`src/acs_regs.svh`:
```
// register offsets, field positions, reset values and timing counts
// assumes a 32-bit word bus with one register per aligned word
`ifndef ACS_REGS_SVH
`define ACS_REGS_SVH

// ==========================================
// offsets
`define ACS_OFS_CTRL 8'h00
`define ACS_OFS_DATA 8'h04
`define ACS_OFS_CLK 8'h08
`define ACS_OFS_PORT 8'h0C
`define ACS_OFS_DIR 8'h10

// ==========================================
// fields
`define ACS_CTRL_DONE 7
`define ACS_CTRL_IEN 6
`define ACS_CTRL_CONT 5
`define ACS_CLK_DIV_HI 7
`define ACS_CLK_DIV_LO 5
`define ACS_CLK_SEL 4

// ==========================================
// reset values and codes
`define ACS_CTRL_RST 8'h1F
`define ACS_CLK_RST 8'h00
`define ACS_CH_OFF 5'h1F
`define ACS_CH_REFH 5'h1D
`define ACS_CH_REFL 5'h1E
`define ACS_SAR_FIRST 8'h80

// ==========================================
// timing: converter clocks per conversion, last index
`define ACS_CONV_TICKS 16
`define ACS_LAST_TICK 4'hF

`endif

```
`src/acs_pkg.sv`:
```
// types shared by the sequencer and its bench
// assumes acs_regs.svh for all numeric constants
`default_nettype none
package acs_pkg;

    typedef enum logic [0:0] {
        ACS_IDLE = 1'b0,
        ACS_CONV = 1'b1
    } acs_state_type;

    // signals towards the analog mux and converter core
    typedef struct packed {
        logic power;
        logic sample;
        logic [4:0] chan;
        logic [7:0] dac;
    } acs_core_type;

endpackage

`default_nettype wire

```
`src/acs_sequencer.sv`:
```
// conversion sequencer for an 8-bit successive approximation converter
// assumes an AHB-Lite master, an analog core with comparator output,
// and eight port pins shared between general I/O and the converter
//
// Summary of operation
// - every control register write outside stop mode with a channel code other than 1F starts a conversion of the selected channel
// - a conversion takes 16 to 17 converter clock cycles
// - continuous mode overwrites the result register, read or not
// - continuous bit set restarts after each completion until cleared
// - interrupts off: done flag set at completion, cleared by result read
// - single mode does one conversion per control write, then idles
// - interrupt enabled raises a request at every completion
// - interrupts on: done flag stays zero
// - selected pin is forced to converter input, others stay with port logic
// - port data and direction writes do not affect the selected pin
// - port read of the selected pin returns zero
// - result is straight binary, high reference FF, low reference 00
// - conversions run in wait mode; request can wake the processor
// - stop mode aborts any conversion with no result
// - after stop ends, conversions resume; software allows one settling cycle
// - 8-bit results from one of eight pin channels or the two references by channel select field
// - channel codes 0-7 pins, 1D high ref, 1E low ref, 1F power off
// - pending request withdrawn on result read or control write
// - divider 1,2,4,8 for 000-011 and 16 for 1xx; select bus or crystal
// - reset clears flag, enable, continuous; channel all ones; crystal source
`timescale 1ns/1ns
`include "acs_regs.svh"
`default_nettype none

module acs_sequencer
    import acs_pkg::*;
#(
    parameter int PINS = 8
) (
    // clock and reset
    input wire logic clock_i,
    input wire logic rst_n_i,
    // ahb-lite slave
    input wire logic hsel_i,
    input wire logic [7:0] haddr_i,
    input wire logic [1:0] htrans_i,
    input wire logic hwrite_i,
    input wire logic [2:0] hsize_i,
    input wire logic [31:0] hwdata_i,
    input wire logic hready_i,
    output logic hreadyout_o,
    output logic hresp_o,
    output logic [31:0] hrdata_o,
    // clock source and low power
    input wire logic crystal_clock_i,
    input wire logic stop_mode_i,
    output logic conv_irq_o,
    // converter core
    input wire logic comparator_i,
    output acs_core_type core_o,
    // shared analog pins
    input wire logic [PINS-1:0] shared_analog_pins_i,
    output logic [PINS-1:0] shared_analog_pins_o,
    output logic [PINS-1:0] shared_analog_pins_oe_o,
    output logic [PINS-1:0] analog_select_o
);

    // ==========================================
    // functions

    // last count of the prescaler for a divide code
    function automatic logic [3:0] div_last(input logic [2:0] code);
        logic [3:0] r;
        r = 4'hF;
        case (code)
            3'h0: r = 4'h0;
            3'h1: r = 4'h1;
            3'h2: r = 4'h3;
            3'h3: r = 4'h7;
            default: r = 4'hF;
        endcase
        return r;
    endfunction

    // decide bit idx by comparator, then try the next lower bit
    function automatic logic [7:0] sar_step(input logic [7:0] sar,
                                            input logic [2:0] idx,
                                            input logic keep);
        logic [7:0] r;
        r = sar;
        r[idx] = keep;
        if (idx != 3'h0) begin
            r[idx - 3'h1] = 1'b1;
        end
        return r;
    endfunction

    // ==========================================
    // reset release and input synchronisers
    logic rst_s1_ff, rst_n;
    logic xt_s1_ff, xt_s2_ff, xt_d_ff;
    logic cmp_s1_ff, cmp_s2_ff;
    logic [PINS-1:0] pin_s1_ff, pin_s2_ff;

    always_ff @(posedge clock_i or negedge rst_n_i) begin
        if (!rst_n_i) begin
            rst_s1_ff <= 1'b0;
            rst_n <= 1'b0;
        end else begin
            rst_s1_ff <= 1'b1;
            rst_n <= rst_s1_ff;
        end
    end

    always_ff @(posedge clock_i or negedge rst_n) begin
        if (!rst_n) begin
            xt_s1_ff <= 1'b0;
            xt_s2_ff <= 1'b0;
            xt_d_ff <= 1'b0;
            cmp_s1_ff <= 1'b0;
            cmp_s2_ff <= 1'b0;
            pin_s1_ff <= '0;
            pin_s2_ff <= '0;
        end else begin
            xt_s1_ff <= crystal_clock_i;
            xt_s2_ff <= xt_s1_ff;
            xt_d_ff <= xt_s2_ff;
            cmp_s1_ff <= comparator_i;
            cmp_s2_ff <= cmp_s1_ff;
            pin_s1_ff <= shared_analog_pins_i;
            pin_s2_ff <= pin_s1_ff;
        end
    end

    // ==========================================
    // registers and state
    logic ien_ff, cont_ff, done_ff, irq_ff;
    logic [4:0] ch_ff;
    logic [7:0] clk_ff, result_ff, sar_ff, port_ff, dir_ff;
    logic [3:0] div_ff, cnt_ff;
    acs_state_type state_ff;
    logic stop_ff, resume_ff, first_ff;
    logic wr_ff;
    logic [7:0] addr_ff;
    logic [31:0] hrdata_ff;

    // ==========================================
    // bus decode
    wire logic addr_valid = hsel_i & htrans_i[1] & hready_i;
    wire logic rd_act = addr_valid & ~hwrite_i;
    wire logic ctrl_wr = wr_ff & (addr_ff == `ACS_OFS_CTRL);
    wire logic clk_wr = wr_ff & (addr_ff == `ACS_OFS_CLK);
    wire logic port_wr = wr_ff & (addr_ff == `ACS_OFS_PORT);
    wire logic dir_wr = wr_ff & (addr_ff == `ACS_OFS_DIR);
    wire logic data_rd = rd_act & (haddr_i == `ACS_OFS_DATA);
    wire logic [4:0] ch_new = hwdata_i[4:0];

    // ==========================================
    // pin sharing
    wire logic ch_on = (ch_ff != `ACS_CH_OFF);
    wire logic pin_ch = (ch_ff[4:3] == 2'h0);
    wire logic [PINS-1:0] sel_mask = pin_ch ? (PINS'(1) << ch_ff[2:0]) : '0;
    wire logic [PINS-1:0] port_rd = ((dir_ff & port_ff) | (~dir_ff & pin_s2_ff))
                                    & ~sel_mask;

    // flag reads zero with requests on
    wire logic [7:0] ctrl_rd = {done_ff & ~ien_ff, ien_ff, cont_ff, ch_ff};
    wire logic [7:0] rd_mux =
        (haddr_i == `ACS_OFS_CTRL) ? ctrl_rd :
        (haddr_i == `ACS_OFS_DATA) ? result_ff :
        (haddr_i == `ACS_OFS_CLK) ? clk_ff :
        (haddr_i == `ACS_OFS_PORT) ? port_rd :
        (haddr_i == `ACS_OFS_DIR) ? dir_ff : 8'h00;

    // ==========================================
    // converter clock enable
    // source and divide select
    wire logic in_edge = clk_ff[`ACS_CLK_SEL] | (xt_s2_ff & ~xt_d_ff);
    wire logic [3:0] last = div_last(clk_ff[`ACS_CLK_DIV_HI:`ACS_CLK_DIV_LO]);
    wire logic tick = in_edge & (div_ff >= last);
    wire logic [3:0] nxt_div = tick ? 4'h0 : (in_edge ? div_ff + 4'h1 : div_ff);

    // ==========================================
    // sequencing
    wire logic busy = (state_ff == ACS_CONV);
    wire logic stop_exit = stop_ff & ~stop_mode_i;
    // first tick only aligns, sixteen full ticks follow
    // the aligning tick may be partial, so a conversion spans 16 to 17 periods
    wire logic step = busy & tick & ~first_ff;
    wire logic done_evt = step & (cnt_ff == `ACS_LAST_TICK)
                          & ~stop_mode_i & ~ctrl_wr;
    // a write mid-conversion restarts from step one unless its channel code is all ones
    wire logic start_wr = ctrl_wr & (ch_new != `ACS_CH_OFF) & ~stop_mode_i;
    wire logic start_cont = done_evt & cont_ff;
    wire logic start_res = stop_exit & resume_ff & ~ctrl_wr;
    wire logic conv_go = start_wr | start_cont | start_res;
    // single mode idles after one result
    wire logic to_idle = stop_mode_i | ctrl_wr | done_evt;
    wire acs_state_type nxt_state = conv_go ? ACS_CONV :
                                    (to_idle ? ACS_IDLE : state_ff);
    wire logic [3:0] nxt_cnt = conv_go ? 4'h0 : (step ? cnt_ff + 4'h1 : cnt_ff);
    wire logic nxt_first = conv_go | (first_ff & ~tick);
    // msb first trial gives straight binary
    wire logic [7:0] sar_dec = sar_step(sar_ff, ~cnt_ff[2:0], cmp_s2_ff);
    wire logic [7:0] nxt_sar = conv_go ? `ACS_SAR_FIRST :
                               ((step & cnt_ff[3]) ? sar_dec : sar_ff);
    wire logic nxt_resume = stop_mode_i ? (resume_ff | busy | cont_ff) :
                            ((stop_exit | ctrl_wr) ? 1'b0 : resume_ff);

    // ==========================================
    // completion flag and request
    // flag set only with interrupts off; set wins over read clear
    wire logic nxt_done = (done_evt & ~ien_ff) | (done_ff & ~data_rd);
    // withdrawn on result read or control write, set wins over a read
    wire logic nxt_irq = (done_evt & ien_ff) | (irq_ff & ~data_rd & ~ctrl_wr);

    always_ff @(posedge clock_i or negedge rst_n) begin
        if (!rst_n) begin
            state_ff <= ACS_IDLE;
            cnt_ff <= 4'h0;
            sar_ff <= 8'h00;
            div_ff <= 4'h0;
            stop_ff <= 1'b0;
            resume_ff <= 1'b0;
            first_ff <= 1'b0;
            done_ff <= 1'b0;
            irq_ff <= 1'b0;
        end else begin
            state_ff <= nxt_state;
            cnt_ff <= nxt_cnt;
            sar_ff <= nxt_sar;
            div_ff <= nxt_div;
            stop_ff <= stop_mode_i;
            resume_ff <= nxt_resume;
            first_ff <= nxt_first;
            done_ff <= nxt_done;
            irq_ff <= nxt_irq;
        end
    end

    always_ff @(posedge clock_i or negedge rst_n) begin
        if (!rst_n) begin
            result_ff <= 8'h00;
        end else if (done_evt) begin
            result_ff <= sar_dec;
        end
    end

    // ==========================================
    // software registers
    // reset values
    always_ff @(posedge clock_i or negedge rst_n) begin
        if (!rst_n) begin
            ien_ff <= 1'b0;
            cont_ff <= 1'b0;
            ch_ff <= `ACS_CH_OFF;
            clk_ff <= `ACS_CLK_RST;
            port_ff <= 8'h00;
            dir_ff <= 8'h00;
        end else begin
            if (ctrl_wr) begin
                ien_ff <= hwdata_i[`ACS_CTRL_IEN];
                cont_ff <= hwdata_i[`ACS_CTRL_CONT];
                ch_ff <= ch_new;
            end
            if (clk_wr) begin
                clk_ff <= {hwdata_i[7:4], 4'h0};
            end
            if (port_wr) begin
                port_ff <= hwdata_i[7:0];
            end
            if (dir_wr) begin
                dir_ff <= hwdata_i[7:0];
            end
        end
    end

    // ==========================================
    // bus data phase, zero wait states
    always_ff @(posedge clock_i or negedge rst_n) begin
        if (!rst_n) begin
            wr_ff <= 1'b0;
            addr_ff <= 8'h00;
            hrdata_ff <= 32'h0;
        end else begin
            wr_ff <= addr_valid & hwrite_i;
            if (addr_valid) begin
                addr_ff <= haddr_i;
            end
            if (rd_act) begin
                hrdata_ff <= {24'h0, rd_mux};
            end
        end
    end

    assign hreadyout_o = 1'b1;
    assign hresp_o = 1'b0;
    assign hrdata_o = hrdata_ff;

    // request stays live in wait, it is the wake source
    assign conv_irq_o = irq_ff;

    // channel code passed to the mux, all ones powers off
    // order: power, sample, chan, dac
    assign core_o = {ch_on, busy & ~cnt_ff[3], ch_ff, sar_ff};

    // selected pin handed to the converter
    // port latches cannot drive the selected pin
    assign shared_analog_pins_o = port_ff & ~sel_mask;
    assign shared_analog_pins_oe_o = dir_ff & ~sel_mask;
    assign analog_select_o = sel_mask;

endmodule

`default_nettype wire

```
`config.mk`:
```
export PLATFORM = sky130hd
export DESIGN_NAME = acs_sequencer
export DESIGN_NICKNAME = d
export VERILOG_FILES = /design/src/acs_pkg.sv /design/src/acs_sequencer.sv
export VERILOG_INCLUDE_DIRS = /design/src
export SDC_FILE = /design/constraint.sdc
export NUM_CORES = 1
export LEC_CHECK = 0
export ABC_AREA = 1
export BUFFER_PORTS_ARGS = -buffer_cell sky130_fd_sc_hd__buf_2
export CORE_ASPECT_RATIO = 0.5
export CORE_UTILIZATION = 55
export DETAILED_ROUTE_END_ITERATION = 12
export PLACE_DENSITY_LB_ADDON = 0.25
export SYNTH_ARGS = -nofsm -noshare
export SYNTH_HDL_FRONTEND = slang
export SYNTH_SLANG_ARGS = --single-unit
```
`constraint.sdc`:
```
create_clock -name clock_i -period 5.75 [get_ports clock_i]
set_input_delay 1.15 -clock clock_i [delete_from_list [all_inputs] [get_ports clock_i]]
set_output_delay 1.15 -clock clock_i [all_outputs]
set_load 0.02 [all_outputs]
```
==> results.toml <==
[status]
status = "complete, no violations"

[clocking]
cts_buffer_depth = 2
cts_resized = 0
cts_root_buffer = "clkbuf_16"
cts.sinks = 97
cts_hold_buf = 0
htree_levels = 3
post_cts_buffers = 0
numCtsBuffers = 9
cts_tree = "yes"
worst_skew_pair.late_latency_ns = 0.35
clk_pin_slew_ns = 0.06

[layout]
mostFrequentLayoutCell = "nand2_1"
seq_area_um2 = 2440
fin_util_pct = 67.7
multi_input_area_um2 = 2000
postLayoutCellArea_um2 = 5650
antenna_cells = 0
layout_common_cells = "nand2_1 (157), dfrtp_1 (91), inv_1 (83)"
drive_gt1_share_pct = 18.7
final_nets = 764
area_growth_pct = 14.6
nFillCells = 722

[sta]
slew_headroom_pct = 52.3
hold_violations = 0
max_freq_mhz = 358
finalCriticalPeriod_ns = 2.79
worst_pin_slew_ns = 0.713
fin_crit_sh_pct = 48.5
finClkSkew_ns = 0.00470
drv_slew = 0
rsz0062_at_grt = "false"
tns_ns = 0
setup_viol = 0

[synth]
synthArstFlopShare_pct = 100
ys_seq_area_share_pct = 49.4
ys_warn_count = 0
synth_edf_count = 0
post_synth_inst_count = 617
synth-seq-cells = 97
yosysUniqueCellTypes = 33
syn-cell-area_um2 = 4930
synth_area_per_cell_um2 = 7.99
synth-main-ff-cell = "dfrtp_1"

[global_route]
grt_pass1_wl_mm = 17.3
grt_max_degree = 56
grt_pass1_vias = 3553
grt-ovfl-total = 0
grt_use_total_pct = 25.1
antenna_found_initial = 0

[floorplanning]
initial_utilization_pct = 59.1
die_h_um = 68.9
core-area_um2 = 8350
die_w_um = 136
placementRows = 23
dieArea_um2 = 9370
ios = 135

[placement]
dpl_cell_area_um2 = 5300
place_hpwl_mm = 7.80
place.gp.congestion = 0.871
portBuffers = 80

[worst_setup_path]
slowest_stage = "dfstp_2"
r2r_slack_ns = 3.63
arrival_ns = 1.64
path_max_fanout = 7
crit_cells = 3
end_kind = "output port"
cp_cell_sequence = "nand2_1 > nor2_1 > buf_2"
crit_required_ns = 4.60
max_stage_delay_ns = 0.61
cp_num_buf_inv = 1
critPathLaunchType = "flip-flop"
worstSetupPathType = "reg2out"
path_delay_family = "flip-flops"
r2r_cells = 10

[detailed_routing]
antenna_left = 0
remaining_drc_errors = 0
via_per_inst = 5.03
num_vias = 4085
drtIter0Drc = 381
post_drt_wl_per_cell_um = 13.1
wl_mm = 10.7
drt_pass1_iterations = 6

[flow_run]
maxCapViolCount = 0

[power_and_ir_drop]
p_per_area_nw_per_um2 = 343
ir_drop_uv = 173
p_leak_nw = 3.15

[min_path]
min_path_type = "reg2async"
[state kept, by name (all words and copies together) (netlist names), 4 cells and up]
| register | cells |
|---|---|
| addr_ff | 8 |
| ch_ff | 5 |
| clk_ff | 4 |
| cnt_ff | 4 |
| dir_ff | 8 |
| div_ff | 4 |
| hrdata_o | 8 |
| pin_s1_ff | 8 |
| pin_s2_ff | 8 |
| port_ff | 8 |
| result_ff | 8 |
| sar_ff | 8 |
[layout make-up]
cell class,count,share of cell area (%)
multi-input combinational,423,35.5
sequential,97,43.2
clock buffer,10,4.23
clock inverter,5,1.84
inverter,84,5.58
timing repair buffer,81,7.22
tap,112,2.48
[per-layer routing]
metal,global-route usage (%),up-vias,share of wire (%)
li1,-,2045,-
met1,33.8,1864,46
met2,41.3,164,45
met3,6.43,12,8.1
met4,6.11,0,0.99
met5,0,-,0
[through the flow]
| stage | setup WS (ns) | power, W | cells | hold slack, ns |
|---|---|---|---|---|
| after CTS | 2.97 | 0.00194 | 812 | 0.337 |
| after global routing | 2.85 | 0.00205 | 812 | 0.356 |
| final | 2.96 | 0.00193 | 812 | 0.304 |
| after floorplan | 2.86 | 0.00115 | 642 | 0.331 |
| after detailed placement | 3.07 | 0.00126 | 797 | 0.328 |
| after global placement | 3.07 | 0.00124 | 797 | 0.320 |
[cells by family (layout without fill, tap and decap cells)]
| group | after synthesis | after routing | share of synthesized area [%] |
|---|---|---|---|
| AND/OR/NAND/NOR | 300 | 300 | 26.3 |
| adder cells (fa/ha/maj) | 7 | 7 | 1.78 |
| XOR/XNOR | 3 | 3 | 0.533 |
| multiplexers | 1 | 1 | 0.228 |
| AO/OA/AOI/OAI | 85 | 85 | 9.77 |
| buffers and inverters | 122 | 180 | 11.9 |
| flip-flops | 97 | 97 | 49.4 |
| other | 2 | 27 | 0.152 |
[report_power, final]
group          switching, W  leakage (nW)  internal [W]
sequential        0.0000870          1.14      0.000772
clock              0.000249         0.169      0.000434
combinational      0.000256          1.84      0.000136
total              0.000592          3.15       0.00134
[path summary, 6_finish.rpt]
path | to | from
setup / recovery | analog_select_o[6] | ch_ff[2]
hold / removal | pin_s2_ff[5] | rst_n
setup reg to reg | sar_ff[1] | clk_ff[6]
hold reg to reg | pin_s2_ff[5] | rst_n
max in group asynchronous | addr_ff[2] | rst_n
min in group clock_i | pin_s2_ff[6] | pin_s1_ff[6]
[Yosys cell counts (2+ instances only)]
master | n | share of area, %
a21oi_1 | 18 | 1.8
buf_2 | 3 | 0.30
buf_4 | 27 | 4.1
buf_6 | 3 | 0.69
clkbuf_1 | 5 | 0.38
conb_1 | 2 | 0.15
dfrtp_1 | 92 | 47
dfstp_2 | 5 | 2.7
ha_1 | 7 | 1.8
inv_1 | 83 | 6.3
nand2_1 | 157 | 12
nand2_2 | 4 | 0.51
nand3_1 | 41 | 4.2
nand4_1 | 9 | 1.1
nor2_1 | 63 | 4.8
nor2_2 | 14 | 1.8
nor2_4 | 2 | 0.46
nor3_1 | 4 | 0.41
o211a_1 | 4 | 0.81
o211ai_1 | 3 | 0.46
o21ai_0 | 57 | 5.8
xor2_1 | 3 | 0.53
No activity file was read; power rests on OpenSTA's default activity.
